<file path="src/tlic_regs.svh">
// Register offsets, field positions, reset values and vectors of the interrupt controller
`ifndef TLIC_REGS_SVH
`define TLIC_REGS_SVH

`define TLIC_ADDR_ENABLE      4'h0
`define TLIC_ADDR_LEVEL       4'h1
`define TLIC_ADDR_FLAGS       4'h2
`define TLIC_ADDR_CTRL        4'h3
`define TLIC_ADDR_SERVICE     4'h4
`define TLIC_ADDR_IRQ_STATUS  4'h5
`define TLIC_ADDR_IRQ_MASK    4'h6

`define TLIC_EN_GLOBAL_BIT    7
`define TLIC_ENABLE_RST       8'h00
`define TLIC_LEVEL_RST        8'h00
`define TLIC_ENABLE_WMASK     8'hbf
`define TLIC_LEVEL_WMASK      8'h3f

`define TLIC_CTRL_IT0_BIT     0
`define TLIC_CTRL_IT1_BIT     1
`define TLIC_CTRL_RST         8'h00

`define TLIC_FLAG_EXT0_BIT    0
`define TLIC_FLAG_TMR0_BIT    1
`define TLIC_FLAG_EXT1_BIT    2
`define TLIC_FLAG_TMR1_BIT    3
`define TLIC_FLAG_RX_BIT      4
`define TLIC_FLAG_TX_BIT      5
`define TLIC_FLAG_T2OV_BIT    6
`define TLIC_FLAG_T2EX_BIT    7

`define TLIC_VEC_EXT0         8'h03
`define TLIC_VEC_TMR0         8'h0b
`define TLIC_VEC_EXT1         8'h13
`define TLIC_VEC_TMR1         8'h1b
`define TLIC_VEC_SER          8'h23
`define TLIC_VEC_TMR2         8'h2b

`define TLIC_EVT_GRANT_BIT    0
`define TLIC_EVT_PREEMPT_BIT  1
`define TLIC_EVT_RETI_BIT     2
`define TLIC_IRQ_MASK_RST     3'h0

`endif
</file>
<file path="src/tlic_pkg.sv">
// Types shared by the interrupt controller
package tlic_pkg;
    typedef enum logic [2:0] {
        TLIC_IDLE = 3'b001,
        TLIC_LOW  = 3'b010,
        TLIC_HIGH = 3'b100
    } tlic_state_t;
endpackage

</file>
<file path="src/tlic_controller.sv">
// Two-level six-source interrupt controller with a classic Wishbone register port
//
// Overview of operation
// - Six sources, each at one of two levels.
// - Priority bit 0 low level, 1 high.
// - Grant when nothing same-or-higher is in service.
// - Hold request while equal-or-higher level serviced.
// - High request preempts active low handler immediately.
// - Resume suspended low handler; depth at most two.
// - Same level ordered ext0,tmr0,ext1,tmr1,serial,tmr2.
// - Edge-mode external flag cleared on vectoring; level not.
// - Timer 0/1 overflow flags cleared on vectoring.
// - Timer 2 request is overflow OR external; software clears.
// - Enable reg: global bit 7, sources bits 5..0.
// - Level reg: sources bits 5..0, 7..6 reserved.
//
// Our own choices: register access over Wishbone and the register addresses.
`include "tlic_regs.svh"
`timescale 1ns/1ps
`default_nettype none

module tlic_controller #(
    parameter int NSRC = 6
) (
    input  wire logic        clk_i,
    input  wire logic        rst_i,
    input  wire logic        wb_cyc_i,
    input  wire logic        wb_stb_i,
    input  wire logic        wb_we_i,
    input  wire logic [5:2]  wb_adr_i,
    input  wire logic [3:0]  wb_sel_i,
    input  wire logic [31:0] wb_dat_i,
    output logic      [31:0] wb_dat_o,
    output logic             wb_ack_o,
    input  wire logic        ext_source_a_i,
    input  wire logic        ext_source_b_i,
    input  wire logic        timer0_overflow_i,
    input  wire logic        timer1_overflow_i,
    input  wire logic        timer2_overflow_i,
    input  wire logic        timer2_external_i,
    input  wire logic        rx_done_i,
    input  wire logic        tx_done_i,
    input  wire logic        vector_ack_i,
    input  wire logic        reti_i,
    output logic             int_req_o,
    output logic      [7:0]  int_vector_o,
    output logic             irq_o
);

    ////////////////////////////////////////////////////////////////////////
    // Pin synchronisers and edge detection for the external inputs

    logic [1:0] ext_meta_ff;
    logic [1:0] ext_sync_ff;
    logic [1:0] ext_prev_ff;

    always_ff @(posedge clk_i) begin
        // Reset to the idle pin level, so no false request or edge follows reset
        if (rst_i) begin
            ext_meta_ff <= 2'h3;
            ext_sync_ff <= 2'h3;
            ext_prev_ff <= 2'h3;
        end else begin
            ext_meta_ff <= {ext_source_b_i, ext_source_a_i};
            ext_sync_ff <= ext_meta_ff;
            ext_prev_ff <= ext_sync_ff;
        end
    end

    ////////////////////////////////////////////////////////////////////////
    // Registers

    logic [7:0] irq_enable_mask_ff;
    logic [7:0] irq_level_select_ff;
    logic [7:0] ctrl_ff;
    logic [7:0] flags_ff;
    logic [2:0] evt_status_ff;
    logic [2:0] evt_mask_ff;
    logic       ack_ff;
    logic [31:0] rdat_ff;

    wire        bus_req    = wb_cyc_i && wb_stb_i && !ack_ff;
    wire        bus_wr     = bus_req && wb_we_i && wb_sel_i[0];
    wire        bus_rd     = bus_req && !wb_we_i;
    wire        wr_enable  = bus_wr && (wb_adr_i == `TLIC_ADDR_ENABLE);
    wire        wr_level   = bus_wr && (wb_adr_i == `TLIC_ADDR_LEVEL);
    wire        wr_flags   = bus_wr && (wb_adr_i == `TLIC_ADDR_FLAGS);
    wire        wr_ctrl    = bus_wr && (wb_adr_i == `TLIC_ADDR_CTRL);
    wire        wr_mask    = bus_wr && (wb_adr_i == `TLIC_ADDR_IRQ_MASK);
    wire        rd_status  = bus_rd && (wb_adr_i == `TLIC_ADDR_IRQ_STATUS);

    wire        global_irq_enable = irq_enable_mask_ff[`TLIC_EN_GLOBAL_BIT];

    ////////////////////////////////////////////////////////////////////////
    // Request flags

    wire ext0_edge_mode = ctrl_ff[`TLIC_CTRL_IT0_BIT];
    wire ext1_edge_mode = ctrl_ff[`TLIC_CTRL_IT1_BIT];
    // Inputs are active low, as on a classic port pin
    wire ext0_fall = ext_prev_ff[0] && !ext_sync_ff[0];
    wire ext1_fall = ext_prev_ff[1] && !ext_sync_ff[1];
    wire ext0_set  = ext0_edge_mode ? ext0_fall : !ext_sync_ff[0];
    wire ext1_set  = ext1_edge_mode ? ext1_fall : !ext_sync_ff[1];

    wire [7:0] hw_set = {timer2_external_i, timer2_overflow_i, tx_done_i, rx_done_i,
                         timer1_overflow_i, ext1_set, timer0_overflow_i, ext0_set};

    // Per-source request lines in polling order
    wire [NSRC-1:0] src_req = {
        flags_ff[`TLIC_FLAG_T2OV_BIT] | flags_ff[`TLIC_FLAG_T2EX_BIT],
        flags_ff[`TLIC_FLAG_RX_BIT] | flags_ff[`TLIC_FLAG_TX_BIT],
        flags_ff[`TLIC_FLAG_TMR1_BIT],
        flags_ff[`TLIC_FLAG_EXT1_BIT],
        flags_ff[`TLIC_FLAG_TMR0_BIT],
        flags_ff[`TLIC_FLAG_EXT0_BIT]};

    wire [NSRC-1:0] armed = src_req & irq_enable_mask_ff[NSRC-1:0]
                            & {NSRC{global_irq_enable}};
    wire [NSRC-1:0] lvl   = irq_level_select_ff[NSRC-1:0];
    wire [NSRC-1:0] hi_req = armed & lvl;
    wire [NSRC-1:0] lo_req = armed & ~lvl;

    ////////////////////////////////////////////////////////////////////////
    // Arbitration

    // Lowest index wins: that is the fixed polling order
    function automatic logic [2:0] tlic_pick(input logic [NSRC-1:0] req);
        logic [2:0] idx;
        idx = 3'h0;
        for (int i = NSRC - 1; i >= 0; i--) begin
            if (req[i]) begin
                idx = 3'(i);
            end
        end
        return idx;
    endfunction

    function automatic logic [7:0] tlic_vector(input logic [2:0] idx);
        logic [7:0] v;
        case (idx)
            3'h0:    v = `TLIC_VEC_EXT0;
            3'h1:    v = `TLIC_VEC_TMR0;
            3'h2:    v = `TLIC_VEC_EXT1;
            3'h3:    v = `TLIC_VEC_TMR1;
            3'h4:    v = `TLIC_VEC_SER;
            default: v = `TLIC_VEC_TMR2;
        endcase
        return v;
    endfunction

    tlic_pkg::tlic_state_t state_ff;
    tlic_pkg::tlic_state_t nxt_state;
    logic       req_pending_ff;
    logic [2:0] req_idx_ff;
    logic       req_hi_ff;

    wire        in_high  = (state_ff == tlic_pkg::TLIC_HIGH);
    wire        in_low   = (state_ff == tlic_pkg::TLIC_LOW);
    wire        any_hi   = |hi_req;
    wire        any_lo   = |lo_req;
    wire        can_hi   = any_hi && !in_high;
    wire        can_lo   = any_lo && (state_ff == tlic_pkg::TLIC_IDLE);
    wire [2:0]  win_idx  = any_hi ? tlic_pick(hi_req) : tlic_pick(lo_req);
    wire        win_ok   = can_hi || can_lo;
    wire        take     = req_pending_ff && vector_ack_i;
    // Request withdrawn if the flag vanished or a higher source appeared
    wire        stale    = req_pending_ff && (!win_ok || win_idx != req_idx_ff ||
                                              any_hi != req_hi_ff);
    wire        suspended_ff_w;
    logic       low_suspended_ff;

    // Hardware clears edge-mode external and timer 0/1 flags on vectoring
    wire [7:0] vec_clr = !take ? 8'h00 :
        (req_idx_ff == 3'h0 && ext0_edge_mode) ? 8'h01 :
        (req_idx_ff == 3'h1)                   ? 8'h02 :
        (req_idx_ff == 3'h2 && ext1_edge_mode) ? 8'h04 :
        (req_idx_ff == 3'h3)                   ? 8'h08 : 8'h00;

    // Set wins over both software and vectoring clears
    wire [7:0] nxt_flags = hw_set | (flags_ff & ~vec_clr &
                                     ~(wr_flags ? ~wb_dat_i[7:0] : 8'h00));

    always_comb begin
        nxt_state = state_ff;
        case (state_ff)
            tlic_pkg::TLIC_IDLE: begin
                if (take) begin
                    nxt_state = req_hi_ff ? tlic_pkg::TLIC_HIGH : tlic_pkg::TLIC_LOW;
                end
            end
            tlic_pkg::TLIC_LOW: begin
                if (take && req_hi_ff) begin
                    nxt_state = tlic_pkg::TLIC_HIGH;
                end else if (reti_i) begin
                    nxt_state = tlic_pkg::TLIC_IDLE;
                end
            end
            tlic_pkg::TLIC_HIGH: begin
                if (reti_i) begin
                    nxt_state = low_suspended_ff ? tlic_pkg::TLIC_LOW
                                                 : tlic_pkg::TLIC_IDLE;
                end
            end
            default: nxt_state = tlic_pkg::TLIC_IDLE;
        endcase
    end

    assign suspended_ff_w = low_suspended_ff;

    wire [2:0] evt_now = {reti_i && !in_high && !in_low ? 1'b0 : reti_i,
                          take && in_low && req_hi_ff,
                          take};

    always_ff @(posedge clk_i) begin
        if (rst_i) begin
            state_ff         <= tlic_pkg::TLIC_IDLE;
            low_suspended_ff <= 1'b0;
            req_pending_ff   <= 1'b0;
            req_idx_ff       <= 3'h0;
            req_hi_ff        <= 1'b0;
        end else begin
            state_ff <= nxt_state;
            if (take && in_low && req_hi_ff) begin
                low_suspended_ff <= 1'b1;
            end else if (reti_i && in_high) begin
                low_suspended_ff <= 1'b0;
            end
            if (take || stale || reti_i) begin
                req_pending_ff <= 1'b0;
            end else if (!req_pending_ff && win_ok) begin
                req_pending_ff <= 1'b1;
                req_idx_ff     <= win_idx;
                req_hi_ff      <= any_hi;
            end
        end
    end

    ////////////////////////////////////////////////////////////////////////
    // Register writes and bus answer

    always_ff @(posedge clk_i) begin
        if (rst_i) begin
            irq_enable_mask_ff  <= `TLIC_ENABLE_RST;
            irq_level_select_ff <= `TLIC_LEVEL_RST;
            ctrl_ff             <= `TLIC_CTRL_RST;
            flags_ff            <= 8'h00;
            evt_mask_ff         <= `TLIC_IRQ_MASK_RST;
        end else begin
            if (wr_enable) begin
                irq_enable_mask_ff <= wb_dat_i[7:0] & `TLIC_ENABLE_WMASK;
            end
            if (wr_level) begin
                irq_level_select_ff <= wb_dat_i[7:0] & `TLIC_LEVEL_WMASK;
            end
            if (wr_ctrl) begin
                ctrl_ff <= wb_dat_i[7:0] & 8'h03;
            end
            if (wr_mask) begin
                evt_mask_ff <= wb_dat_i[2:0];
            end
            flags_ff <= nxt_flags;
        end
    end

    // Read clears status, but an event in the same cycle survives
    wire [2:0] nxt_evt = evt_now | (rd_status ? 3'h0 : evt_status_ff);

    wire [31:0] rd_mux =
        (wb_adr_i == `TLIC_ADDR_ENABLE)     ? {24'h0, irq_enable_mask_ff} :
        (wb_adr_i == `TLIC_ADDR_LEVEL)      ? {24'h0, irq_level_select_ff} :
        (wb_adr_i == `TLIC_ADDR_FLAGS)      ? {24'h0, flags_ff} :
        (wb_adr_i == `TLIC_ADDR_CTRL)       ? {24'h0, ctrl_ff} :
        (wb_adr_i == `TLIC_ADDR_SERVICE)    ? {27'h0, suspended_ff_w, 1'b0, state_ff} :
        (wb_adr_i == `TLIC_ADDR_IRQ_STATUS) ? {29'h0, evt_status_ff} :
        (wb_adr_i == `TLIC_ADDR_IRQ_MASK)   ? {29'h0, evt_mask_ff} : 32'h0;

    always_ff @(posedge clk_i) begin
        if (rst_i) begin
            ack_ff        <= 1'b0;
            rdat_ff       <= 32'h0;
            evt_status_ff <= 3'h0;
            irq_o         <= 1'b0;
        end else begin
            ack_ff        <= bus_req;
            rdat_ff       <= bus_rd ? rd_mux : 32'h0;
            evt_status_ff <= nxt_evt;
            irq_o         <= |(nxt_evt & evt_mask_ff);
        end
    end

    assign wb_ack_o = ack_ff;
    assign wb_dat_o = rdat_ff;

    ////////////////////////////////////////////////////////////////////////
    // Core request outputs

    always_ff @(posedge clk_i) begin
        if (rst_i) begin
            int_req_o    <= 1'b0;
            int_vector_o <= 8'h00;
        end else begin
            int_req_o    <= req_pending_ff && !take && !stale && !reti_i;
            int_vector_o <= tlic_vector(req_idx_ff);
        end
    end

endmodule

`default_nettype wire

</file>
<file path="config.mk">
export PLATFORM = sky130hd
export DESIGN_NAME = tlic_controller
export DESIGN_NICKNAME = d
export VERILOG_FILES = /design/src/tlic_pkg.sv /design/src/tlic_controller.sv
export VERILOG_INCLUDE_DIRS = /design/src
export SDC_FILE = /design/constraint.sdc
export NUM_CORES = 1
export LEC_CHECK = 0
export ABC_AREA = 1
export BUFFER_PORTS_ARGS = -buffer_cell sky130_fd_sc_hd__buf_2
export CORE_MARGIN = 4
export CORE_UTILIZATION = 50
export CTS_CLUSTER_DIAMETER = 200
export DETAILED_ROUTE_END_ITERATION = 7
export HOLD_SLACK_MARGIN = 0.03
export PLACE_DENSITY = 0.79
export REMOVE_ABC_BUFFERS = 1
export SETUP_SLACK_MARGIN = 0.02
export SLEW_MARGIN = 20
export SYNTH_ARGS = -nofsm -noshare
export SYNTH_HDL_FRONTEND = slang
export SYNTH_SLANG_ARGS = --single-unit
</file>
<file path="constraint.sdc">
create_clock -name clk_i -period 1.9 [get_ports clk_i]
set_input_delay 0.095 -clock clk_i [delete_from_list [all_inputs] [get_ports clk_i]]
set_output_delay 0.095 -clock clk_i [all_outputs]
set_load 0.1 [all_outputs]
</file>
==> impl_metrics.toml, run 1 <==
[run_status]
status = "complete, no violations"

[setup_path]
end_kind = "register"
start_kind = "register"
r2r_start = "wb_ack_o$_SDFF_PP0_"
r2r_end = "flags_ff[6]$_SDFF_PP0_"
required_ns = 2.14
worstPathMaxFanout = 8
critPathArrivalTime_ns = 2.05
reg2regPathDepth = 7
critPathKind = "reg2reg"
rrSetupSlack_ns = 0.09

[synth]
synth-seq-cells = 59
syn_avg_cell_area_sq_um = 7.18
yosys_warnings = 0
ys_seq_area_frac = 0.399
async_reset_ff_frac = 0
ys_types = 35
mappedNetlistArea_sq_um = 2960
syn_inst = 412
ys.flop_type = "dfxtp_1"
synth_edf_count = 0

[floorplan]
die_x_um = 84.9
core_area_sq_um = 5610
num_io_pins = 98
fp-row-count = 27
die_area_sq_um = 7210
start_util = 0.527
die_h_um = 84.9

[placed_design]
placed_cells = 527
port_buffers = 43
dp_hpwl_um = 5340
place_congestion = 0.915
place_ws_ns = 0.188

[power]
leakage_nw = 1.63
p_per_area_nw_per_um2 = 775
finalPower_mw = 2.71
ir_drop_mv = 0.598

[timing]
finalSetupTns_ns = 0
finalSetupViolCount = 0
hold_violations = 0
finalCriticalPeriod_ns = 1.81
worst_slack_ns = 0.0919
slew_viol_final = 0
holdWs_ns = 0.0484
clock.fmax_mhz = 553
period_share = 0.952
clock_skew_ns = 0.00784
rsz0062_at_grt = "true"

[routing]
drt-pass1-iter-count = 4
postRouteAntennaNets = 0
drt_iter0_drc = 249
route.detailed.drc = 0
wl_per_cell_um = 12.9
vias = 2844
routed_wl_um = 7160
via_per_inst = 5.12

[clock_tree]
clkLatencyLatePin_ns = 0.35
cts_buffer_depth = 2
clk_pin_slew_ns = 0.07
h-tree-depth = 3
cts_sinks = 59
cts_tree = "yes"
cts-root-buf = "clkbuf_8"
cts_buffers = 9

[layout]
final_common_cell = "nand2_1"
multi_input_area_sq_um = 1390
finalNetCount = 533
area_growth_pct = 18.0
ff_latch_area_sq_um = 1180
layout.cells.non_filler = 555
diodes = 0
drive_gt1_frac = 0.207
layout_common_cells = "nand2_1 (62), inv_1 (58), dfxtp_1 (58), buf_2 (43), nor2_1 (42)"
fill_cells = 512

[grt]
antenna_found_initial = 0
grt_first_pass_wirelength_um = 12300
grt_overflow = 0
first_global_vias = 2690
track_usage = 0.211
grt_max_degree = 24

[hold_path]
min_path_cells = 3
worstHoldEndpoint = "irq_level_select_ff[3]$_SDFFE_PP0P_"
hold_path_class = "in2reg"
worstHoldStart = "wb_dat_i[3]"

[run]
max_cap_viol_count = 0
## routing by layer
layer | wire (um) | GRT usage
met1 | 3090 | 0.268
met2 | 3220 | 0.332
met3 | 749 | 0.0699
met4 | 100 | 0.0806
met5 | 0 | 0
## sequential cells by signal, indices dropped and copies added, names as in the netlist, 2 cells and up
name and flops:
ext_sync_ff 2, irq_enable_mask_ff 7, wb_dat_o 8, state_ff 3, ctrl_ff 2, evt_status_ff 3
flags_ff 8, req_idx_ff 3, ext_meta_ff 2, irq_level_select_ff 6, ext_prev_ff 2, int_vector_o 4
evt_mask_ff 3
## metrics by stage
| step | util | instance area, sq um |
|---|---|---|
| detailed placement | 0.568 | 3180 |
| global placement | 0.568 | 3180 |
| global route | 0.622 | 3490 |
| CTS | 0.621 | 3480 |
| floorplan | - | 2810 |
| finish | 0.622 | 3490 |
## cell families (layout without fill, tap and decap cells)
kind of cell    count (synthesis)  count (layout)  share of synthesized area
simple gates                  164             164                      0.271
buf+inv                       100             145                      0.165
compound gates                 88              88                      0.164
flops                          59              59                      0.399
other cells                     1              27                    0.00127
## power breakdown
part | switching (mW) | internal (mW) | total (mW)
clock network | 0.546 | 0.477 | 1.02
registers | 0.0147 | 1.26 | 1.27
logic | 0.343 | 0.0683 | 0.411
total | 0.903 | 1.80 | 2.71
## how the worst max path moves through the flow
stage	from	end	slack, ns	cells past startpoint
after floorplan	wb_ack_o$_SDFF_PP0_	irq_level_select_ff[0]$_SDFFE_PP0P_	0.06	6
after global placement	irq_enable_mask_ff[7]$_SDFFE_PP0P_	req_pending_ff$_SDFFE_PP0P_	0.24	13
after detailed placement	irq_enable_mask_ff[7]$_SDFFE_PP0P_	req_pending_ff$_SDFFE_PP0P_	0.19	13
after CTS	wb_ack_o$_SDFF_PP0_	flags_ff[6]$_SDFF_PP0_	0.04	7
after global routing	wb_ack_o$_SDFF_PP0_	flags_ff[6]$_SDFF_PP0_	-0.03	7
final	wb_ack_o$_SDFF_PP0_	flags_ff[6]$_SDFF_PP0_	0.09	7
## synth_stat cells (5+ instances only)
master / n / area share
nand3_1: 15 / 0.025
nand2_1: 62 / 0.079
inv_2: 5 / 0.0063
buf_4: 28 / 0.071
clkbuf_1: 5 / 0.0063
o211ai_1: 5 / 0.013
nand2_2: 6 / 0.013
dfxtp_1: 59 / 0.40
nor2_1: 42 / 0.053
nand4_1: 7 / 0.015
o21ai_1: 5 / 0.0085
inv_1: 58 / 0.074
nor3_1: 11 / 0.019
o21ai_0: 29 / 0.049
a21oi_1: 37 / 0.063
## critical path: stages (launching register included)
cell,delay [ns]
dfxtp_1,0.31
nor2_1,0.16
nand3_2,0.16
nor2_1,0.16
inv_2,0.11
o21ai_0,0.15
a21oi_1,0.07
dlygate4sd3_1,0.56
## cell type report
| type | count | share of cell area |
|---|---|---|
| Sequential cell | 59 | 0.339 |
| Clock inverter | 7 | 0.0158 |
| Clock buffer | 9 | 0.0355 |
| Tap cell | 72 | 0.0258 |
| Timing Repair Buffer | 64 | 0.115 |
| Inverter | 65 | 0.0699 |
| Multi-Input combinational cell | 279 | 0.399 |
## what timing repair did
item | in CTS | in global routing
buffers inserted | 0 | 0
gates resized for setup | 0 | 2
endpoints found under the setup margin | 0 | 4
endpoints found under the hold margin | 12 | 0
hold buffers | 12 | 0
No activity file was read; power rests on OpenSTA's default activity.
==> run 2: changes to the inputs <==
CORE_UTILIZATION = 54   (was 50)
PLACE_DENSITY = 0.85   (was 0.79)
clock period = 2.2 ns   (was 1.9 ns; I/O delays follow)
==> run 2 against run 1 <==
  * Highest routed layer unchanged
  * Combinational power fell by 16%
  * Die area down 6.7%
  * Critical path depth rose by 7
  * Design area decreased by 0.32%
  * Clock power is 20% higher
==> impl_metrics.toml, run 2 (synthesis results as in run 1) <==
[run_status]
status = "complete, no violations"

[timing]
slew_viol_final = 0
holdWs_ns = 0.0689
worst_slack_ns = 0.234
finalCriticalPeriod_ns = 1.97
hold_violations = 0
finalSetupViolCount = 0
max_slew_margin = 0.556
rsz0062_at_grt = "false"
clock.fmax_mhz = 509
clock_skew_ns = 0.0133
worstMarginPinSlew_ns = 0.660
finalSetupTns_ns = 0
period_share = 0.894

[clock_tree]
cts_buffers = 9
cts_buffer_depth = 2
clkLatencyLatePin_ns = 0.34
cts-root-buf = "clkbuf_8"
cts_tree = "yes"
h-tree-depth = 3
cts_sinks = 59
postCtsResizedCells = 0
clk_pin_slew_ns = 0.06

[placed_design]
dp_hpwl_um = 5230
place_ws_ns = 0.299
port_buffers = 43
placed_area_sq_um = 3140
place_congestion = 0.973

[grt]
grt_first_pass_wirelength_um = 11900
first_global_vias = 2641
top_usage_layer = "met2"
grt_overflow = 0
use_met1 = 0.288
use_met3 = 0.0482
track_usage = 0.232
antenna_found_initial = 0
use_met2 = 0.377
grt_max_degree = 29

[routing]
route.detailed.drc = 0
vias = 2896
drt_iter0_drc = 370
wl_per_cell_um = 13.4
postRouteAntennaNets = 0
drt-pass1-iter-count = 5
via_per_inst = 5.31
routed_wl_um = 7300

[run]
max_cap_viol_count = 0

[setup_path]
setup.worst_path.end = "req_pending_ff$_SDFFE_PP0P_"
r2r_start = "irq_enable_mask_ff[7]$_SDFFE_PP0P_"
critPathArrivalTime_ns = 2.24
start_kind = "register"
end_kind = "register"
crit_path_start = "irq_enable_mask_ff[7]$_SDFFE_PP0P_"
rrSetupSlack_ns = 0.23
critPathKind = "reg2reg"
required_ns = 2.47
reg2regPathDepth = 14
r2r_end = "req_pending_ff$_SDFFE_PP0P_"
worstPathMaxFanout = 12

[floorplan]
core_area_sq_um = 5200
die_x_um = 82.0
die_h_um = 82.0
start_util = 0.568
die_area_sq_um = 6730
fp-row-count = 26
num_io_pins = 98

[power]
p_per_area_nw_per_um2 = 765
leakage_nw = 1.62
ir_drop_mv = 0.430

[layout]
diodes = 0
final_common_cell = "nand2_1"
finalNetCount = 525
layout_common_cells = "nand2_1 (62), dfxtp_1 (59), inv_1 (58), buf_2 (43), nor2_1 (42)"
drive_gt1_frac = 0.192
final_area_sq_um = 3480
area_growth_pct = 17.6
utilization = 0.668

[hold_path]
hold_path_class = "in2reg"
[run 2: cell count changes in the layout (fill, tap and decap cells not counted), moves of 2 or more]
cell	change
buf_4	-6
bufinv_16	+3
clkinv_4	-4
clkinvlp_4	-2
dlygate4sd3_1	-2
[run 2: final cells by class]
class                      instances  area, sq um
multi-input combinational        279         1390
clock buffer                      11          141
timing repair buffer              56          338
fill                             447         1730
tap                               70         87.6
clock inverter                     5          100
sequential                        59         1180
inverter                          65          244
[run 2: critical path: stages, from the launching register on]
cell and delay [ns]:
dfxtp_1 0.62, nand2_1 0.19, nor2_1 0.18, nand2_1 0.08, nand2_1 0.08, inv_2 0.07
nand2_4 0.11, nand2_2 0.07, nand2_4 0.08, nand2_1 0.07, nor2_2 0.09, nand3_2 0.09
nand2_1 0.06, nand2_1 0.05, nor2_2 0.07
[run 2: timing repair]
item,in CTS,in global routing
endpoints found under the hold margin,11,0
setup buffers,0,0
hold buffers,10,0
[run 2: layer usage]
layer,routed length [um],up-vias
li1,-,1402
met1,3150,1315
met2,3320,166
met3,682,13
met4,145,0
met5,0,-
[run 2: where the power goes]
group	internal (mW)	switching, mW
Clock	0.780	0.437
Combinational	0.0537	0.293
Sequential	1.09	0.0131
[run 2: metrics by stage]
stage / std cells / power [mW]
floorplan: 403 / 1.39
global placement: 519 / 1.45
detailed placement: 519 / 1.45
CTS: 545 / 2.67
global route: 545 / 2.74
finish: 545 / 2.66
[run 2: how the worst min path moves through the flow]
| stage | startpoint | end | slack [ns] | cells past startpoint |
|---|---|---|---|---|
| 5_1_grt | vector_ack_i | int_req_o$_SDFF_PP0_ | 0.09 | 4 |
| 3_3_place_gp | ext_source_b_i | ext_meta_ff[1]$_SDFF_PP1_ | 0.29 | 2 |
| 4_1_cts | vector_ack_i | int_req_o$_SDFF_PP0_ | 0.05 | 4 |
| 2_1_floorplan | rst_i | flags_ff[0]$_SDFF_PP0_ | 0.18 | 1 |
| 3_5_place_dp | ext_source_a_i | ext_meta_ff[0]$_SDFF_PP1_ | 0.30 | 2 |
| 6_report | vector_ack_i | int_req_o$_SDFF_PP0_ | 0.07 | 4 |
==> run 3: changes to the inputs <==
clock period = 2.4 ns   (was 2.2 ns; I/O delays follow)
==> run 3 against run 2 <==
  * Sequential share of layout area grew 1.0 points
  * Largest power group is now sequential cells
  * Design area fell by 2.9%
  * Largest cell class unchanged
  * Register-to-register slack better by 0.22 ns
  * Critical path type unchanged
  * Critical path depth did not move
==> impl_metrics.toml, run 3 (synthesis results as in run 1) <==
[run_status]
status = "complete, no violations"

[timing]
clock_skew_ns = 0.0106
worstMarginPinSlew_ns = 0.782
finalSetupTns_ns = 0
finalCriticalPeriod_ns = 1.95
slew_viol_final = 0
finalSetupViolCount = 0
hold_violations = 0
clock.fmax_mhz = 514
max_slew_margin = 0.476
period_share = 0.811
rsz0062_at_grt = "false"

[setup_path]
start_kind = "register"
crit_chain = "nand2_1, nor2_1, nand2_1, nand2_1, inv_2, nand2_4, nand2_2, nand2_4, nand2_1, nor2_2, nand3_2, nand2_1, nand2_1, nor2_2"
slowest_delay_ns = 0.62
required_ns = 2.68
r2r_start = "irq_enable_mask_ff[7]$_SDFFE_PP0P_"
end_kind = "register"
rrSetupSlack_ns = 0.45
critPathKind = "reg2reg"
slowest_stage = "dfxtp_1"
reg2regPathDepth = 14
worstPathMaxFanout = 12
path_common_cell = "nand2_1"
critPathArrivalTime_ns = 2.22
r2r_end = "req_pending_ff$_SDFFE_PP0P_"

[layout]
final_common_cell = "nand2_1"
finalNetCount = 521
layout.cells.non_filler = 541
layout_common_cells = "nand2_1 (62), dfxtp_1 (59), inv_1 (58), buf_2 (43), nor2_1 (42)"
drive_gt1_frac = 0.193
diodes = 0
utilization = 0.649
area_growth_pct = 14.2

[clock_tree]
cts_buffer_depth = 2
clk_pin_slew_ns = 0.07
cts_sinks = 59
cts-root-buf = "clkbuf_8"
cts_tree = "yes"
clkLatencyLatePin_ns = 0.35
postCtsResizedCells = 0
h-tree-depth = 3
ctsHoldBuffers = 7
cts_setup_buffers = 0
cts_buffers = 9

[power]
pwr-share-clk = 0.381
ir_drop_mv = 0.575
p_sw_frac = 0.325
leakage_nw = 1.57
p_per_area_nw_per_um2 = 632
p_int_mw = 1.44
pwr-share-comb = 0.147
pwr-share-seq = 0.472
p_sw_mw = 0.694

[floorplan]
start_util = 0.568
num_io_pins = 98
die_area_sq_um = 6730
die_x_um = 82.0
die_h_um = 82.0
core_area_sq_um = 5200
fp-row-count = 26

[routing]
drt-pass1-iter-count = 5
wl_per_cell_um = 13.6
via_per_inst = 5.31
routed_wl_um = 7330
drt_iter0_drc = 281
vias = 2874
route.detailed.drc = 0
postRouteAntennaNets = 0

[hold_path]
worstHoldEndpoint = "flags_ff[1]$_SDFF_PP0_"
worstHoldStart = "timer0_overflow_i"
min_path_cells = 3
hold_path_class = "in2reg"

[placed_design]
place_congestion = 0.945
port_buffers = 43
dp_hpwl_um = 5290
placed_cells = 518

[grt]
track_usage = 0.236
first_global_vias = 2661
grt_overflow = 0
grt_first_pass_wirelength_um = 12100
grt_max_degree = 29
antenna_found_initial = 0

[run]
max_cap_viol_count = 0
run 3: changes by cell type in the layout (fill, tap and decap cells not counted):
cell	before	now
buf_4	3	2
bufinv_16	3	0
clkbuf_1	1	0
clkinv_4	0	1
clkinvlp_4	0	3
dlygate4sd3_1	10	7
run 3: area by class of cell:
type | instances | area (sq um)
clock buffers | 10 | 138
clock inverters | 6 | 41.3
fillers | 448 | 1830
inverters | 65 | 244
multi-input cells | 279 | 1390
flip-flops and latches | 59 | 1180
well taps | 70 | 87.6
repair buffers | 52 | 300
run 3: critical path: cells and delay by family (launching register included):
kind	cells	cell delay, ns
DFF	1	0.62
and+or+nand+nor	13	1.21
buffers and inverters	1	0.07
run 3: per-stage QoR:
stage                     hold WS (ns)  instance area, sq um  setup slack [ns]  total power, mW
after detailed placement         0.312                  3130             0.491             1.33
final                           0.0228                  3380             0.455             2.13
after global placement           0.304                  3130             0.599             1.32
after global routing            0.0510                  3380             0.137             2.20
after CTS                       0.0310                  3380             0.448             2.13
after floorplan                  0.189                  2810             0.556             1.27
run 3: power groups by stage:
stage | Combinational [mW] | Sequential [mW] | Clock [mW]
6_report | 0.314 | 1.01 | 0.813
5_1_grt | 0.329 | 1.01 | 0.861
4_1_cts | 0.310 | 1.01 | 0.812
3_5_place_dp | 0.301 | 1.03 | 0
3_3_place_gp | 0.297 | 1.03 | 0
2_1_floorplan | 0.228 | 1.04 | 0
run 3: how the worst max path moves through the flow:
stage                                        from                                   to
2_1_floorplan                 wb_ack_o$_SDFF_PP0_  irq_level_select_ff[0]$_SDFFE_PP0P_
3_3_place_gp   irq_enable_mask_ff[7]$_SDFFE_PP0P_          req_pending_ff$_SDFFE_PP0P_
3_5_place_dp   irq_enable_mask_ff[7]$_SDFFE_PP0P_          req_pending_ff$_SDFFE_PP0P_
4_1_cts        irq_enable_mask_ff[7]$_SDFFE_PP0P_          req_pending_ff$_SDFFE_PP0P_
5_1_grt        irq_enable_mask_ff[7]$_SDFFE_PP0P_          req_pending_ff$_SDFFE_PP0P_
6_report       irq_enable_mask_ff[7]$_SDFFE_PP0P_          req_pending_ff$_SDFFE_PP0P_
run 3: routing by layer:
metal	vias up	routed length, um	GRT usage
met4	0	175	0.0963
met5	-	0	0
met3	22	625	0.0461
met2	153	3430	0.397
met1	1314	3100	0.293
li1	1385	-	-
